[config.mk]
export PLATFORM = sky130hd
export DESIGN_NAME = fpm_top
export DESIGN_NICKNAME = d
export VERILOG_FILES = /design/src/common/fpm_pkg.sv /design/src/hdl/fpm_top.sv
export SDC_FILE = /design/constraint.sdc
export NUM_CORES = 1
export LEC_CHECK = 0
export BUFFER_PORTS_ARGS = -buffer_cell sky130_fd_sc_hd__buf_2
export CAP_MARGIN = 20
export CORE_ASPECT_RATIO = 1.4
export CORE_MARGIN = 4
export CORE_UTILIZATION = 59
export CTS_BUF_LIST = sky130_fd_sc_hd__clkbuf_4 sky130_fd_sc_hd__clkbuf_8
export CTS_CLUSTER_DIAMETER = 60
export DETAILED_ROUTE_END_ITERATION = 8
export PLACE_DENSITY = 0.95
export SLEW_MARGIN = 15
export SYNTH_ARGS = -nofsm -noshare
export SYNTH_HDL_FRONTEND = slang
export SYNTH_SLANG_ARGS = --single-unit
[constraint.sdc]
create_clock -name clock -period 6.7 [get_ports clock]
set_input_delay 1.34 -clock clock [delete_from_list [all_inputs] [get_ports clock]]
set_output_delay 1.34 -clock clock [all_outputs]
set_load 0.02 [all_outputs]
[src/common/fpm_pkg.sv]
// Constants and types shared by the flash protect and memory select block
package fpm_pkg;
	// Clock and timing
	localparam int CLK_MHZ = 25;
	localparam int RESET_RECOVER_US = 25;
	localparam int RESET_RECOVER_CYC = RESET_RECOVER_US * CLK_MHZ;
	localparam int SMALL_RESET_MS = 2;
	localparam int SMALL_RESET_CYC = SMALL_RESET_MS * 1000 * CLK_MHZ;
	localparam int PROG_CYC = 250;
	localparam int ERASE_CYC = 25000;
	localparam int TIMER_W = 16;

	// Sector counts
	localparam int MAIN_SECTORS = 8;
	localparam int SEC_SECTORS = 4;
	localparam int ALL_SECTORS = 12;

	// Register offsets inside the register space (low address byte)
	localparam logic [7:0] OFS_MAIN_LOCK = 8'hc0;
	localparam logic [7:0] OFS_SEC_LOCK = 8'hc2;
	localparam logic [7:0] OFS_SPACE_MAP = 8'he2;

	// Space map fields and reset value
	localparam int MAP_RAM_CODE = 0;
	localparam int MAP_SEC_CODE = 1;
	localparam int MAP_MAIN_CODE = 2;
	localparam int MAP_SEC_DATA = 3;
	localparam int MAP_MAIN_DATA = 4;
	localparam logic [7:0] MAP_USED = 8'h1f;
	localparam logic [7:0] MAP_INIT_DEFAULT = 8'h0c;

	// Secondary lock status fields
	localparam int SEC_LOCK_SECURITY = 7;

	// Flash status byte fields
	localparam int STAT_TOGGLE = 6;
	localparam int STAT_ERROR = 5;

	// Command cycle addresses and data
	localparam logic [11:0] UNLOCK_ADDR1 = 12'h555;
	localparam logic [11:0] UNLOCK_ADDR2 = 12'haaa;
	localparam logic [7:0] UNLOCK_DATA1 = 8'haa;
	localparam logic [7:0] UNLOCK_DATA2 = 8'h55;
	localparam logic [7:0] CMD_PROGRAM = 8'ha0;
	localparam logic [7:0] CMD_ERASE_SETUP = 8'h80;
	localparam logic [7:0] CMD_SECTOR_ERASE = 8'h30;
	localparam logic [7:0] CMD_BULK_ERASE = 8'h10;
	localparam logic [7:0] CMD_RESET = 8'hf0;

	// Flash operating modes
	typedef enum logic [2:0] {
		FPM_READ,
		FPM_PROGRAM,
		FPM_SECTOR_ERASE,
		FPM_BULK_ERASE,
		FPM_ERROR,
		FPM_RECOVER
	} fpm_mode_t;

	// Command decode progress
	typedef enum logic [2:0] {
		FPM_S_IDLE,
		FPM_S_UNLOCK1,
		FPM_S_UNLOCK2,
		FPM_S_PROG_DATA,
		FPM_S_ERASE1,
		FPM_S_ERASE2,
		FPM_S_ERASE3
	} fpm_step_t;
endpackage

[src/hdl/fpm_top.sv]
// Flash sector protection, flash reset handling and memory select priority
// Function
// RULE1: Per-sector protection blocks program and erase
// RULE2: Bus reads protection bits, writes change nothing
// RULE3: Protected program/erase silently ignored, data kept
// RULE4: Main lock status bit i is sector i
// RULE5: Secondary lock bits 3..0 are sectors 3..0
// RULE6: Secondary lock bit 7 shows security lock
// RULE7: Reset is one write, optional two unlocks
// RULE8: Host issues reset after status or error
// RULE9: Reset ignored during program or bulk erase
// RULE10: Small variant reset takes milliseconds, aborts erase
// RULE11: Large variant reset immediate, 25 us on error
// RULE12: Large variant reset aborts erase within 25 us
// RULE13: Reset pin aborts everything, 25 us if busy
// RULE14: Host holds reset pulse at least 25 us
// RULE15: SRAM answers only while its select high
// RULE16: Secondary sector beats overlapping main sector
// RULE17: SRAM or register space beats any flash
// RULE18: Space map bits enable code/data per memory
// RULE19: Software writes zeros to map bits 7..5
// RULE20: Space map loads initial value, then writable
// RULE21: Fetch strobe qualifies code, read strobe data
// RULE22: Software uses map value 0Ch for split spaces
// RULE23: Error flag set on timeout or bad program
// RULE24: Protection checked at decode before algorithm start
// RULE25: No select means no drive, no operation
`timescale 1ns/1ps

module fpm_top #(
	parameter logic [7:0] MAP_INIT = fpm_pkg::MAP_INIT_DEFAULT,
	parameter bit SMALL_VARIANT = 1'b0,
	parameter int SMALL_RESET_CYC = fpm_pkg::SMALL_RESET_CYC,
	parameter int ERASE_CYC = fpm_pkg::ERASE_CYC
) (
	input wire logic clock,
	input wire logic rst,
	input wire logic reset_pulse,
	input wire logic [15:0] addr,
	input wire logic [7:0] wdata,
	input wire logic wr_strobe,
	input wire logic rd_strobe,
	input wire logic program_fetch_strobe,
	input wire logic [7:0] main_sector_select,
	input wire logic [3:0] secondary_sector_select,
	input wire logic ram_select,
	input wire logic register_space_select,
	input wire logic [7:0] main_protect_cfg,
	input wire logic [3:0] secondary_protect_cfg,
	input wire logic security_lock,
	input wire logic [7:0] mem_rdata,
	input wire logic algo_error,
	output logic ram_enable,
	output logic [7:0] main_sector_enable,
	output logic [3:0] secondary_sector_enable,
	output logic [7:0] rdata,
	output logic data_oe,
	output logic prog_start,
	output logic erase_start,
	output logic [11:0] erase_mask,
	output logic [15:0] op_addr,
	output logic [7:0] op_data,
	output logic flash_busy,
	output logic flash_read_mode,
	output logic error_flag_bit
);
	localparam int RECOVER_CYC = fpm_pkg::RESET_RECOVER_CYC;
	localparam int PROG_CYC = fpm_pkg::PROG_CYC;

	typedef struct packed {
		fpm_pkg::fpm_mode_t mode;
		fpm_pkg::fpm_step_t step;
		logic [fpm_pkg::TIMER_W-1:0] timer;
		logic err;
		logic toggle;
		logic [7:0] space_map;
		logic [7:0] rdata;
		logic data_oe;
		logic prog_start;
		logic erase_start;
		logic [11:0] erase_mask;
		logic [15:0] op_addr;
		logic [7:0] op_data;
	} fpm_state_t;

	fpm_state_t state_r;
	fpm_state_t state_nxt;

	// Sector index of a one-hot flash select, secondary sectors above main
	function automatic logic [3:0] sector_index(input logic [11:0] onehot);
		logic [3:0] idx;
		idx = 4'h0;
		for (int i = 0; i < fpm_pkg::ALL_SECTORS; i++) begin
			if (onehot[i]) begin
				idx = 4'(i);
			end
		end
		return idx;
	endfunction

	// Cycle count truncated to timer width
	function automatic logic [fpm_pkg::TIMER_W-1:0] cyc(input int n);
		return fpm_pkg::TIMER_W'(n);
	endfunction

	logic data_access;
	logic code_access;
	logic any_access;
	logic ram_hit;
	logic reg_hit;
	logic sec_ok;
	logic main_ok;
	logic sec_hit;
	logic main_hit;
	logic flash_hit;
	logic [11:0] flash_sel;
	logic [11:0] protect_vec;
	logic target_protected;
	logic [11:0] unprotected;
	logic [11:0] cmd_addr;
	logic busy_algo;

	// Strobe qualification: code by fetch strobe, data by read or write
	assign data_access = rd_strobe | wr_strobe; // RULE21
	assign code_access = program_fetch_strobe; // RULE21
	assign any_access = data_access | code_access;

	// Space map decides which memory each kind of access may reach
	assign sec_ok = (data_access & state_r.space_map[fpm_pkg::MAP_SEC_DATA])
		| (code_access & state_r.space_map[fpm_pkg::MAP_SEC_CODE]); // RULE18
	assign main_ok = (data_access & state_r.space_map[fpm_pkg::MAP_MAIN_DATA])
		| (code_access & state_r.space_map[fpm_pkg::MAP_MAIN_CODE]); // RULE18

	// SRAM and register space sit on top, then secondary, then main flash
	assign ram_hit = ram_select & (data_access
		| (code_access & state_r.space_map[fpm_pkg::MAP_RAM_CODE])); // RULE15
	assign reg_hit = register_space_select & data_access;
	// Priority follows the selects, so a map-disabled winner still shadows lower memories
	assign sec_hit = (|secondary_sector_select) & sec_ok & ~ram_select
		& ~register_space_select; // RULE17
	assign main_hit = (|main_sector_select) & main_ok & ~(|secondary_sector_select)
		& ~ram_select & ~register_space_select; // RULE16
	assign flash_hit = sec_hit | main_hit;

	assign ram_enable = ram_hit; // RULE15
	assign secondary_sector_enable = sec_hit ? secondary_sector_select : 4'h0;
	assign main_sector_enable = main_hit ? main_sector_select : 8'h00;
	assign flash_sel = {secondary_sector_enable, main_sector_enable};

	// Protection comes only from configuration pins, never the bus
	assign protect_vec = {secondary_protect_cfg, main_protect_cfg}; // RULE1 RULE2
	assign target_protected = |(flash_sel & protect_vec); // RULE24
	assign unprotected = ~protect_vec;
	assign cmd_addr = addr[11:0];
	assign busy_algo = (state_r.mode == fpm_pkg::FPM_PROGRAM)
		| (state_r.mode == fpm_pkg::FPM_BULK_ERASE);

	// Next state: register access, command decode, flash mode timing
	always_comb begin
		state_nxt = state_r;
		state_nxt.prog_start = 1'b0;
		state_nxt.erase_start = 1'b0;
		state_nxt.data_oe = 1'b0;

		// Reads answer one cycle after the strobe; nothing driven without a hit
		if (rd_strobe | code_access) begin
			if (reg_hit & rd_strobe) begin
				state_nxt.data_oe = 1'b1;
				unique case (addr[7:0])
					fpm_pkg::OFS_MAIN_LOCK: state_nxt.rdata = main_protect_cfg; // RULE4
					fpm_pkg::OFS_SEC_LOCK: begin
						state_nxt.rdata = 8'h00;
						state_nxt.rdata[3:0] = secondary_protect_cfg; // RULE5
						state_nxt.rdata[fpm_pkg::SEC_LOCK_SECURITY] = security_lock; // RULE6
					end
					fpm_pkg::OFS_SPACE_MAP: state_nxt.rdata = state_r.space_map;
					default: state_nxt.rdata = 8'h00;
				endcase
			end else if (flash_hit & (state_r.mode != fpm_pkg::FPM_READ)) begin
				// Status byte while an algorithm runs, an error stands or a reset recovery runs
				state_nxt.data_oe = 1'b1;
				state_nxt.rdata = 8'h00;
				state_nxt.rdata[fpm_pkg::STAT_TOGGLE] = state_r.toggle;
				state_nxt.rdata[fpm_pkg::STAT_ERROR] = state_r.err;
				state_nxt.toggle = ~state_r.toggle;
			end else if (ram_hit | flash_hit) begin
				// Protected sectors keep their data, so verify reads it back
				state_nxt.data_oe = 1'b1; // RULE3
				state_nxt.rdata = mem_rdata;
			end // RULE25
		end

		// Space map write; lock status registers ignore writes
		if (reg_hit & wr_strobe & (addr[7:0] == fpm_pkg::OFS_SPACE_MAP)) begin
			state_nxt.space_map = wdata & fpm_pkg::MAP_USED; // RULE20 RULE19
		end // RULE2

		// Algorithm timer and completion
		if (state_r.timer != cyc(0)) begin
			state_nxt.timer = state_r.timer - cyc(1);
		end
		unique case (state_r.mode)
			fpm_pkg::FPM_PROGRAM, fpm_pkg::FPM_SECTOR_ERASE, fpm_pkg::FPM_BULK_ERASE: begin
				if (algo_error) begin
					state_nxt.err = 1'b1; // RULE23
					state_nxt.mode = fpm_pkg::FPM_ERROR;
					state_nxt.timer = cyc(0);
				end else if (state_r.timer == cyc(1)) begin
					state_nxt.mode = fpm_pkg::FPM_READ;
				end
			end
			fpm_pkg::FPM_RECOVER: begin
				if (state_r.timer == cyc(1)) begin
					state_nxt.mode = fpm_pkg::FPM_READ;
					state_nxt.err = 1'b0;
				end
			end
			default: ;
		endcase

		// Command decode on writes that reach a flash sector
		if (wr_strobe & flash_hit) begin
			state_nxt.step = fpm_pkg::FPM_S_IDLE;
			if (wdata == fpm_pkg::CMD_RESET) begin
				// Reset may follow the unlock pair or stand alone
				if (busy_algo) begin
					state_nxt.mode = state_r.mode; // RULE9
				end else if (SMALL_VARIANT) begin
					if (state_r.mode != fpm_pkg::FPM_READ) begin
						state_nxt.mode = fpm_pkg::FPM_RECOVER; // RULE10
						state_nxt.timer = cyc(SMALL_RESET_CYC);
					end
				end else if ((state_r.mode == fpm_pkg::FPM_SECTOR_ERASE) | state_r.err) begin
					state_nxt.mode = fpm_pkg::FPM_RECOVER; // RULE11 RULE12
					state_nxt.timer = cyc(RECOVER_CYC);
				end else begin
					state_nxt.mode = fpm_pkg::FPM_READ; // RULE11
				end // RULE7
			end else if (state_r.mode == fpm_pkg::FPM_READ) begin
				unique case (state_r.step)
					fpm_pkg::FPM_S_IDLE, fpm_pkg::FPM_S_ERASE1: begin
						if (cmd_addr == fpm_pkg::UNLOCK_ADDR1 && wdata == fpm_pkg::UNLOCK_DATA1) begin
							state_nxt.step = (state_r.step == fpm_pkg::FPM_S_IDLE)
								? fpm_pkg::FPM_S_UNLOCK1 : fpm_pkg::FPM_S_ERASE2;
						end
					end
					fpm_pkg::FPM_S_UNLOCK1: begin
						if (cmd_addr == fpm_pkg::UNLOCK_ADDR2 && wdata == fpm_pkg::UNLOCK_DATA2) begin
							state_nxt.step = fpm_pkg::FPM_S_UNLOCK2;
						end
					end
					fpm_pkg::FPM_S_UNLOCK2: begin
						if (wdata == fpm_pkg::CMD_PROGRAM) begin
							state_nxt.step = fpm_pkg::FPM_S_PROG_DATA;
						end else if (wdata == fpm_pkg::CMD_ERASE_SETUP) begin
							state_nxt.step = fpm_pkg::FPM_S_ERASE1;
						end
					end
					fpm_pkg::FPM_S_ERASE2: begin
						if (cmd_addr == fpm_pkg::UNLOCK_ADDR2 && wdata == fpm_pkg::UNLOCK_DATA2) begin
							state_nxt.step = fpm_pkg::FPM_S_ERASE3;
						end
					end
					fpm_pkg::FPM_S_PROG_DATA: begin
						// Protection checked before the algorithm is started
						if (!target_protected) begin // RULE24 RULE1 RULE3
							state_nxt.mode = fpm_pkg::FPM_PROGRAM;
							state_nxt.timer = cyc(PROG_CYC);
							state_nxt.prog_start = 1'b1;
							state_nxt.op_addr = addr;
							state_nxt.op_data = wdata;
						end
					end
					fpm_pkg::FPM_S_ERASE3: begin
						if (wdata == fpm_pkg::CMD_SECTOR_ERASE && !target_protected) begin
							state_nxt.mode = fpm_pkg::FPM_SECTOR_ERASE; // RULE24 RULE1
							state_nxt.timer = cyc(ERASE_CYC);
							state_nxt.erase_start = 1'b1;
							state_nxt.erase_mask = 12'h001 << sector_index(flash_sel);
						end else if (wdata == fpm_pkg::CMD_BULK_ERASE && (|unprotected)) begin
							// Bulk erase skips protected sectors
							state_nxt.mode = fpm_pkg::FPM_BULK_ERASE; // RULE1
							state_nxt.timer = cyc(ERASE_CYC);
							state_nxt.erase_start = 1'b1;
							state_nxt.erase_mask = unprotected;
						end
					end
					default: state_nxt.step = fpm_pkg::FPM_S_IDLE;
				endcase
			end
		end

		// Reset pin overrides everything; a running algorithm needs recovery
		if (reset_pulse) begin
			state_nxt.step = fpm_pkg::FPM_S_IDLE;
			state_nxt.prog_start = 1'b0;
			state_nxt.erase_start = 1'b0;
			if (busy_algo | (state_r.mode == fpm_pkg::FPM_SECTOR_ERASE)
				| (state_r.mode == fpm_pkg::FPM_RECOVER)) begin
				state_nxt.mode = fpm_pkg::FPM_RECOVER; // RULE13
				state_nxt.timer = cyc(RECOVER_CYC);
			end else begin
				state_nxt.mode = fpm_pkg::FPM_READ; // RULE13
				state_nxt.timer = cyc(0);
			end
			state_nxt.err = 1'b0;
		end
	end

	// State register; the space map starts from its configured value
	always_ff @(posedge clock or posedge rst) begin
		if (rst) begin
			state_r.mode <= fpm_pkg::FPM_READ;
			state_r.step <= fpm_pkg::FPM_S_IDLE;
			state_r.timer <= '0;
			state_r.err <= 1'b0;
			state_r.toggle <= 1'b0;
			state_r.space_map <= MAP_INIT & fpm_pkg::MAP_USED; // RULE20
			state_r.rdata <= 8'h00;
			state_r.data_oe <= 1'b0;
			state_r.prog_start <= 1'b0;
			state_r.erase_start <= 1'b0;
			state_r.erase_mask <= 12'h000;
			state_r.op_addr <= 16'h0000;
			state_r.op_data <= 8'h00;
		end else begin
			state_r <= state_nxt;
		end
	end

	// Outputs straight from the state register
	assign rdata = state_r.rdata;
	assign data_oe = state_r.data_oe; // RULE25
	assign prog_start = state_r.prog_start;
	assign erase_start = state_r.erase_start;
	assign erase_mask = state_r.erase_mask;
	assign op_addr = state_r.op_addr;
	assign op_data = state_r.op_data;
	assign flash_busy = state_r.mode != fpm_pkg::FPM_READ;
	assign flash_read_mode = state_r.mode == fpm_pkg::FPM_READ;
	assign error_flag_bit = state_r.err; // RULE23
endmodule // fpm_top

== After elaboration in Yosys (flattened, before gate mapping) ==
Index checks and enable logic that the tools add are counted.

* Add/subtract/negate cells: 1
* Multiply operators: 0
* Div/mod/pow operators: 0
* Order comparisons: 0
* Eq/ne operators: 26
* Shift-type cells: 1
* Multiplexer cells: 69
* Bitwise operators: 39
* Reductions and logical operators: 24

{| class="wikitable"
|+ Operators with widths
! kind !! number
|-
| 2-to-1 mux 16 bit || 8
|-
| 2-to-1 mux 38 bit || 3
|-
| 2-to-1 mux 4 bit || 16
|-
| == test 8 bit (second input constant) || 7
|-
| 2-to-1 mux 24 bit || 2
|-
| 2-to-1 mux 3 bit || 15
|-
| 2-to-1 mux 22 bit || 2
|-
| 2-to-1 mux 13 bit || 3
|-
| one-hot mux 16 bit (2 select lines) || 1
|-
| 2-to-1 mux 9 bit || 3
|-
| one-hot mux 8 bit (3 select lines) || 1
|-
| OR reduction 12 bit || 2
|-
| 2-to-1 mux 23 bit || 1
|-
| bitwise AND 1 bit || 19
|-
| 2-to-1 mux 17 bit || 1
|-
| == test 16 x 1 -> 1 bit (second input constant) || 1
|-
| nonzero test 16 bit || 1
|-
| subtractor 16 x 1 -> 16 bit (second input constant) || 1
|-
| bitwise AND 12 bit || 1
|-
| == test 12 x 11 -> 1 bit (second input constant) || 1
|-
| == test 12 bit (second input constant) || 1
|-
| == test 3 x 2 -> 1 bit (second input constant) || 4
|-
| == test 3 bit (second input constant) || 4
|-
| NOT 12 bit || 1
|-
| 28 further kinds || 61
|}

* Flip-flop bits (word level): 76
* Latch bits: 0
* Bits in writable memories: 0
* Bits in read-only memories: 0
* Bits of input ports: 66
* Output and inout bits: 63
* Word-level logic and storage cells: 173
* Memories: 0

== Longest topological paths before layout ==
* Depth in word-level cells: 31
* Mapped depth: 10
* Gate-level depth less buffers: 9

== Worst setup path before layout ==
No wires, ideal clock.

* Kind: input port to output port
* From: input secondary_sector_select[3]
* To: output main_sector_enable[0]
* Arrival time: 2,454 ps
* Required time: 5,360 ps
* Path slack: 2,906 ps
* Stages on the path: 4
* Path buffers: 0
* Path through: nor4_4 > nand2_2 > a21oi_1 > and2_1

* Word-level cells in the longest chain between the ends: 6

{| class="wikitable"
|+ Ends and longest elaborated chain
! element !! line !! source
|-
| start: declaration || fpm_top.sv:45 || <nowiki>input wire logic [3:0] secondary_sector_select,</nowiki>
|-
| OR reduction 4 bit || fpm_top.sv:141 || <nowiki>assign main_hit = (|main_sector_select) & main_ok & ~(|secondary_sector_select)</nowiki>
|-
| NOT 1 bit || fpm_top.sv:141 ||
|-
| bitwise AND 1 bit || fpm_top.sv:141 ||
|-
| bitwise AND 1 bit (2 in series) || fpm_top.sv:142 || <nowiki>& ~ram_select & ~register_space_select;</nowiki>
|-
| 2-to-1 mux 8 bit || fpm_top.sv:147 || <nowiki>assign main_sector_enable = main_hit ? main_sector_select : 8'h00;</nowiki>
|-
| end: declaration || fpm_top.sv:54 || <nowiki>output logic [7:0] main_sector_enable,</nowiki>
|}

Every way passes these cells.

== Final worst setup path ==
* From: input secondary_sector_select[3]
* To: output main_sector_enable[4]

Same word-level chain as after synthesis.

==> impl_metrics.yaml <==
synth:
  synth_nets: 582
  yosysSeqAreaShare: 0.389
  ys_top_cells_by_area: "dfrtp_1 (38%), buf_4 (7.0%), mux2_2 (6.7%)"
  async_reset_ff_frac: 1.00
  yosys_warnings: 0
  synth_edf_count: 0
  synth.most_common_cell: "dfrtp_1"
  netlist_area_mm2: 0.00490
  synth_top_cell_area_share: 0.378
  syn_inst: 513
  synth_top_flop_cell: "dfrtp_1"
  ys_types: 75
  synthTopCellsByCount: "dfrtp_1 (74), nor2_1 (53), buf_4 (46)"
  ys_ff_latch: 76
  synth_top_area_cell: "dfrtp_1"
  syn_area_per_cell_um2: 9.55
setup_path:
  cp_common_cell: "buf_2"
  worstSetupPathType: "in -> out"
  timing.rr.start: "state_r[50]"
  start_kind: "input port"
  crit_slowest_cell: "a21oi_1"
  arrival_ns: 2.96
  worstSetupStartpoint: "secondary_sector_select[3]"
  cp.required_ns: 5.36
  worst-path-max-fanout: 10
  cp_cell_sequence: "buf_2 -> nor4_4 -> nand2_2 -> a21oi_1 -> and2_1 -> buf_2"
  critPathMaxStageDelay_ns: 0.49
  cp-end-kind: "output pin"
clock_tree:
  post_cts_buffers: 0
  cts_buffers: 9
  cts_tree: "yes"
  cts_hold_buf: 0
  insertion_delay_ns: 0.37
  htreeDepth: 3
  clockRootBuffer: "clkbuf_8"
  cts_buffer_depth: 2
  cts_resized: 0
  clk_pin_slew_ns: 0.09
  cts_num_sinks: 76
power:
  p_total_mw: 1.29
  vdd_ir_drop_max_mv: 0.199
  power_leakage_nw: 2.59
  powerDensity_mw_per_mm2: 237
detailed_routing:
  first_iter_violations: 291
  drcViolationCount: 0
  route.vias.total: 4449
  detail-route-antenna-nets: 0
  wl_per_cell_um: 18.7
  viasPerCell: 6.34
  dr.pass1.iters: 6
  finalWirelength_um: 13200
global_routing:
  grt_pass1_wl_um: 21000
  overflow: 0
  antenna_found_initial: 0
  grt_max_degree: 77
  grt_usage: 0.270
  grt_pass1_vias: 4439
worst_hold_path:
  hp-start: "state_r[55]"
  min_path_type: "reg -> reg"
sta:
  finalSetupViolCount: 0
  skew_ns: 0.0117
  finalWorstSetupSlack_ns: 2.40
  hold_viol: 0
  timing.final.crit_share: 0.641
  tns_ns: 0
  rsz0062_at_grt: "no"
  drv_slew: 0
  min_period_ns: 4.30
  fmax_mhz: 233
  tightest_slew_ns: 1.08
  whs_ns: 0.489
  slew_headroom: 0.280
floorplan:
  rows: 39
  dieWidth_um: 85.0
  pin_count: 129
  start_util: 0.601
  core_area_mm2: 0.00815
  die_h_um: 116
  dieArea_mm2: 0.00985
final_layout:
  diodes: 0
  multi_input_area_mm2: 0.00254
  fillers: 655
  postLayoutCoreUtil: 0.669
  seqCellArea_mm2: 0.00190
  instances_no_fill: 702
  fin_area_mm2: 0.00545
  layout-drive-gt1-share: 0.353
  finalNetCount: 664
  area_growth_pct: 11.3
place:
  place.port_buffers: 128
  gp_congestion: 0.943
  dp_hpwl_um: 10100
  dpl.cell_count: 686
  placed_area_mm2: 0.00528
  pre_cts_ws_ns: 2.41
outcome:
  status: "finished clean"
job:
  maxCapViolCount: 0
final cells by class:
type / instances / share of cell area
tap: 102 / 0.0234
timing repair buffer: 130 / 0.120
sequential: 76 / 0.349
clock inverter: 5 / 0.00688
inverter: 12 / 0.00826
clock buffer: 11 / 0.0255
multi-input combinational: 366 / 0.467
state kept, by name (all words and copies together), names as in the netlist:
signal and flops:
state_r 28, op_addr 16, erase_mask 12, op_data 8, rdata 8, data_oe 1, erase_start 1, error_flag_bit 1
prog_start 1
logic make-up after synthesis:
kind of cell,count (synthesis),share of synthesized area
adder cells (fa/ha/maj),3,0.00766
multiplexers,31,0.0707
AND/OR/NAND/NOR,189,0.219
buffers and inverters,71,0.0932
flip-flops,76,0.389
XOR/XNOR,15,0.0268
AO/OA/AOI/OAI,128,0.194
critical path: cells and delay by family:
family	cells	cell delay [ns]
AOI/OAI and AO/OA	1	0.49
buffers and inverters	2	0.30
and+or+nand+nor	3	0.82
power by group:
group | total, mW | leakage, nW | internal, mW | switching (mW)
logic | 0.424 | 1.48 | 0.180 | 0.244
registers | 0.552 | 1.03 | 0.506 | 0.0464
clock network | 0.319 | 0.0868 | 0.144 | 0.175
cell usage in the layout (no fill, tap or decap), types with 4 or more instances in the layout:
cell type    n
and2_1      14
a21oi_1     26
o21a_1       8
nand3_1     11
o21ai_0     20
a21oi_2      8
buf_2      128
nand2b_1     4
nor4_1       9
xnor2_1      9
a22oi_1      7
clkbuf_8     9
o31ai_1      7
o221ai_1     4
nor2_1      53
o211ai_1     5
nand2_1     28
mux2_2      29
dfrtp_1     74
a222oi_1     4
inv_1       10
or2_2        6
or4_1        6
nor3_1      11
xor2_1       6
o32a_1       8
nand4_1      7
nor2b_1      6
o22ai_1      5
layer usage:
| metal | GRT usage | wire [um] |
|---|---|---|
| met2 | 0.467 | 6620 |
| met3 | 0.0583 | 1130 |
| met1 | 0.310 | 4810 |
| met5 | 0 | 0 |
| met4 | 0.152 | 607 |
path summary, 6_finish.rpt:
path	to	slack, ns	cells after the start
max	main_sector_enable[4]	2.40	6
min	state_r[55]	0.49	1
max reg2reg	op_addr[1]	3.50	6
min reg2reg	state_r[55]	0.49	1
max in group asynchronous	state_r[66]	4.84	3
min in group asynchronous	op_data[3]	1.23	3
No activity file was read; power rests on OpenSTA's default activity.
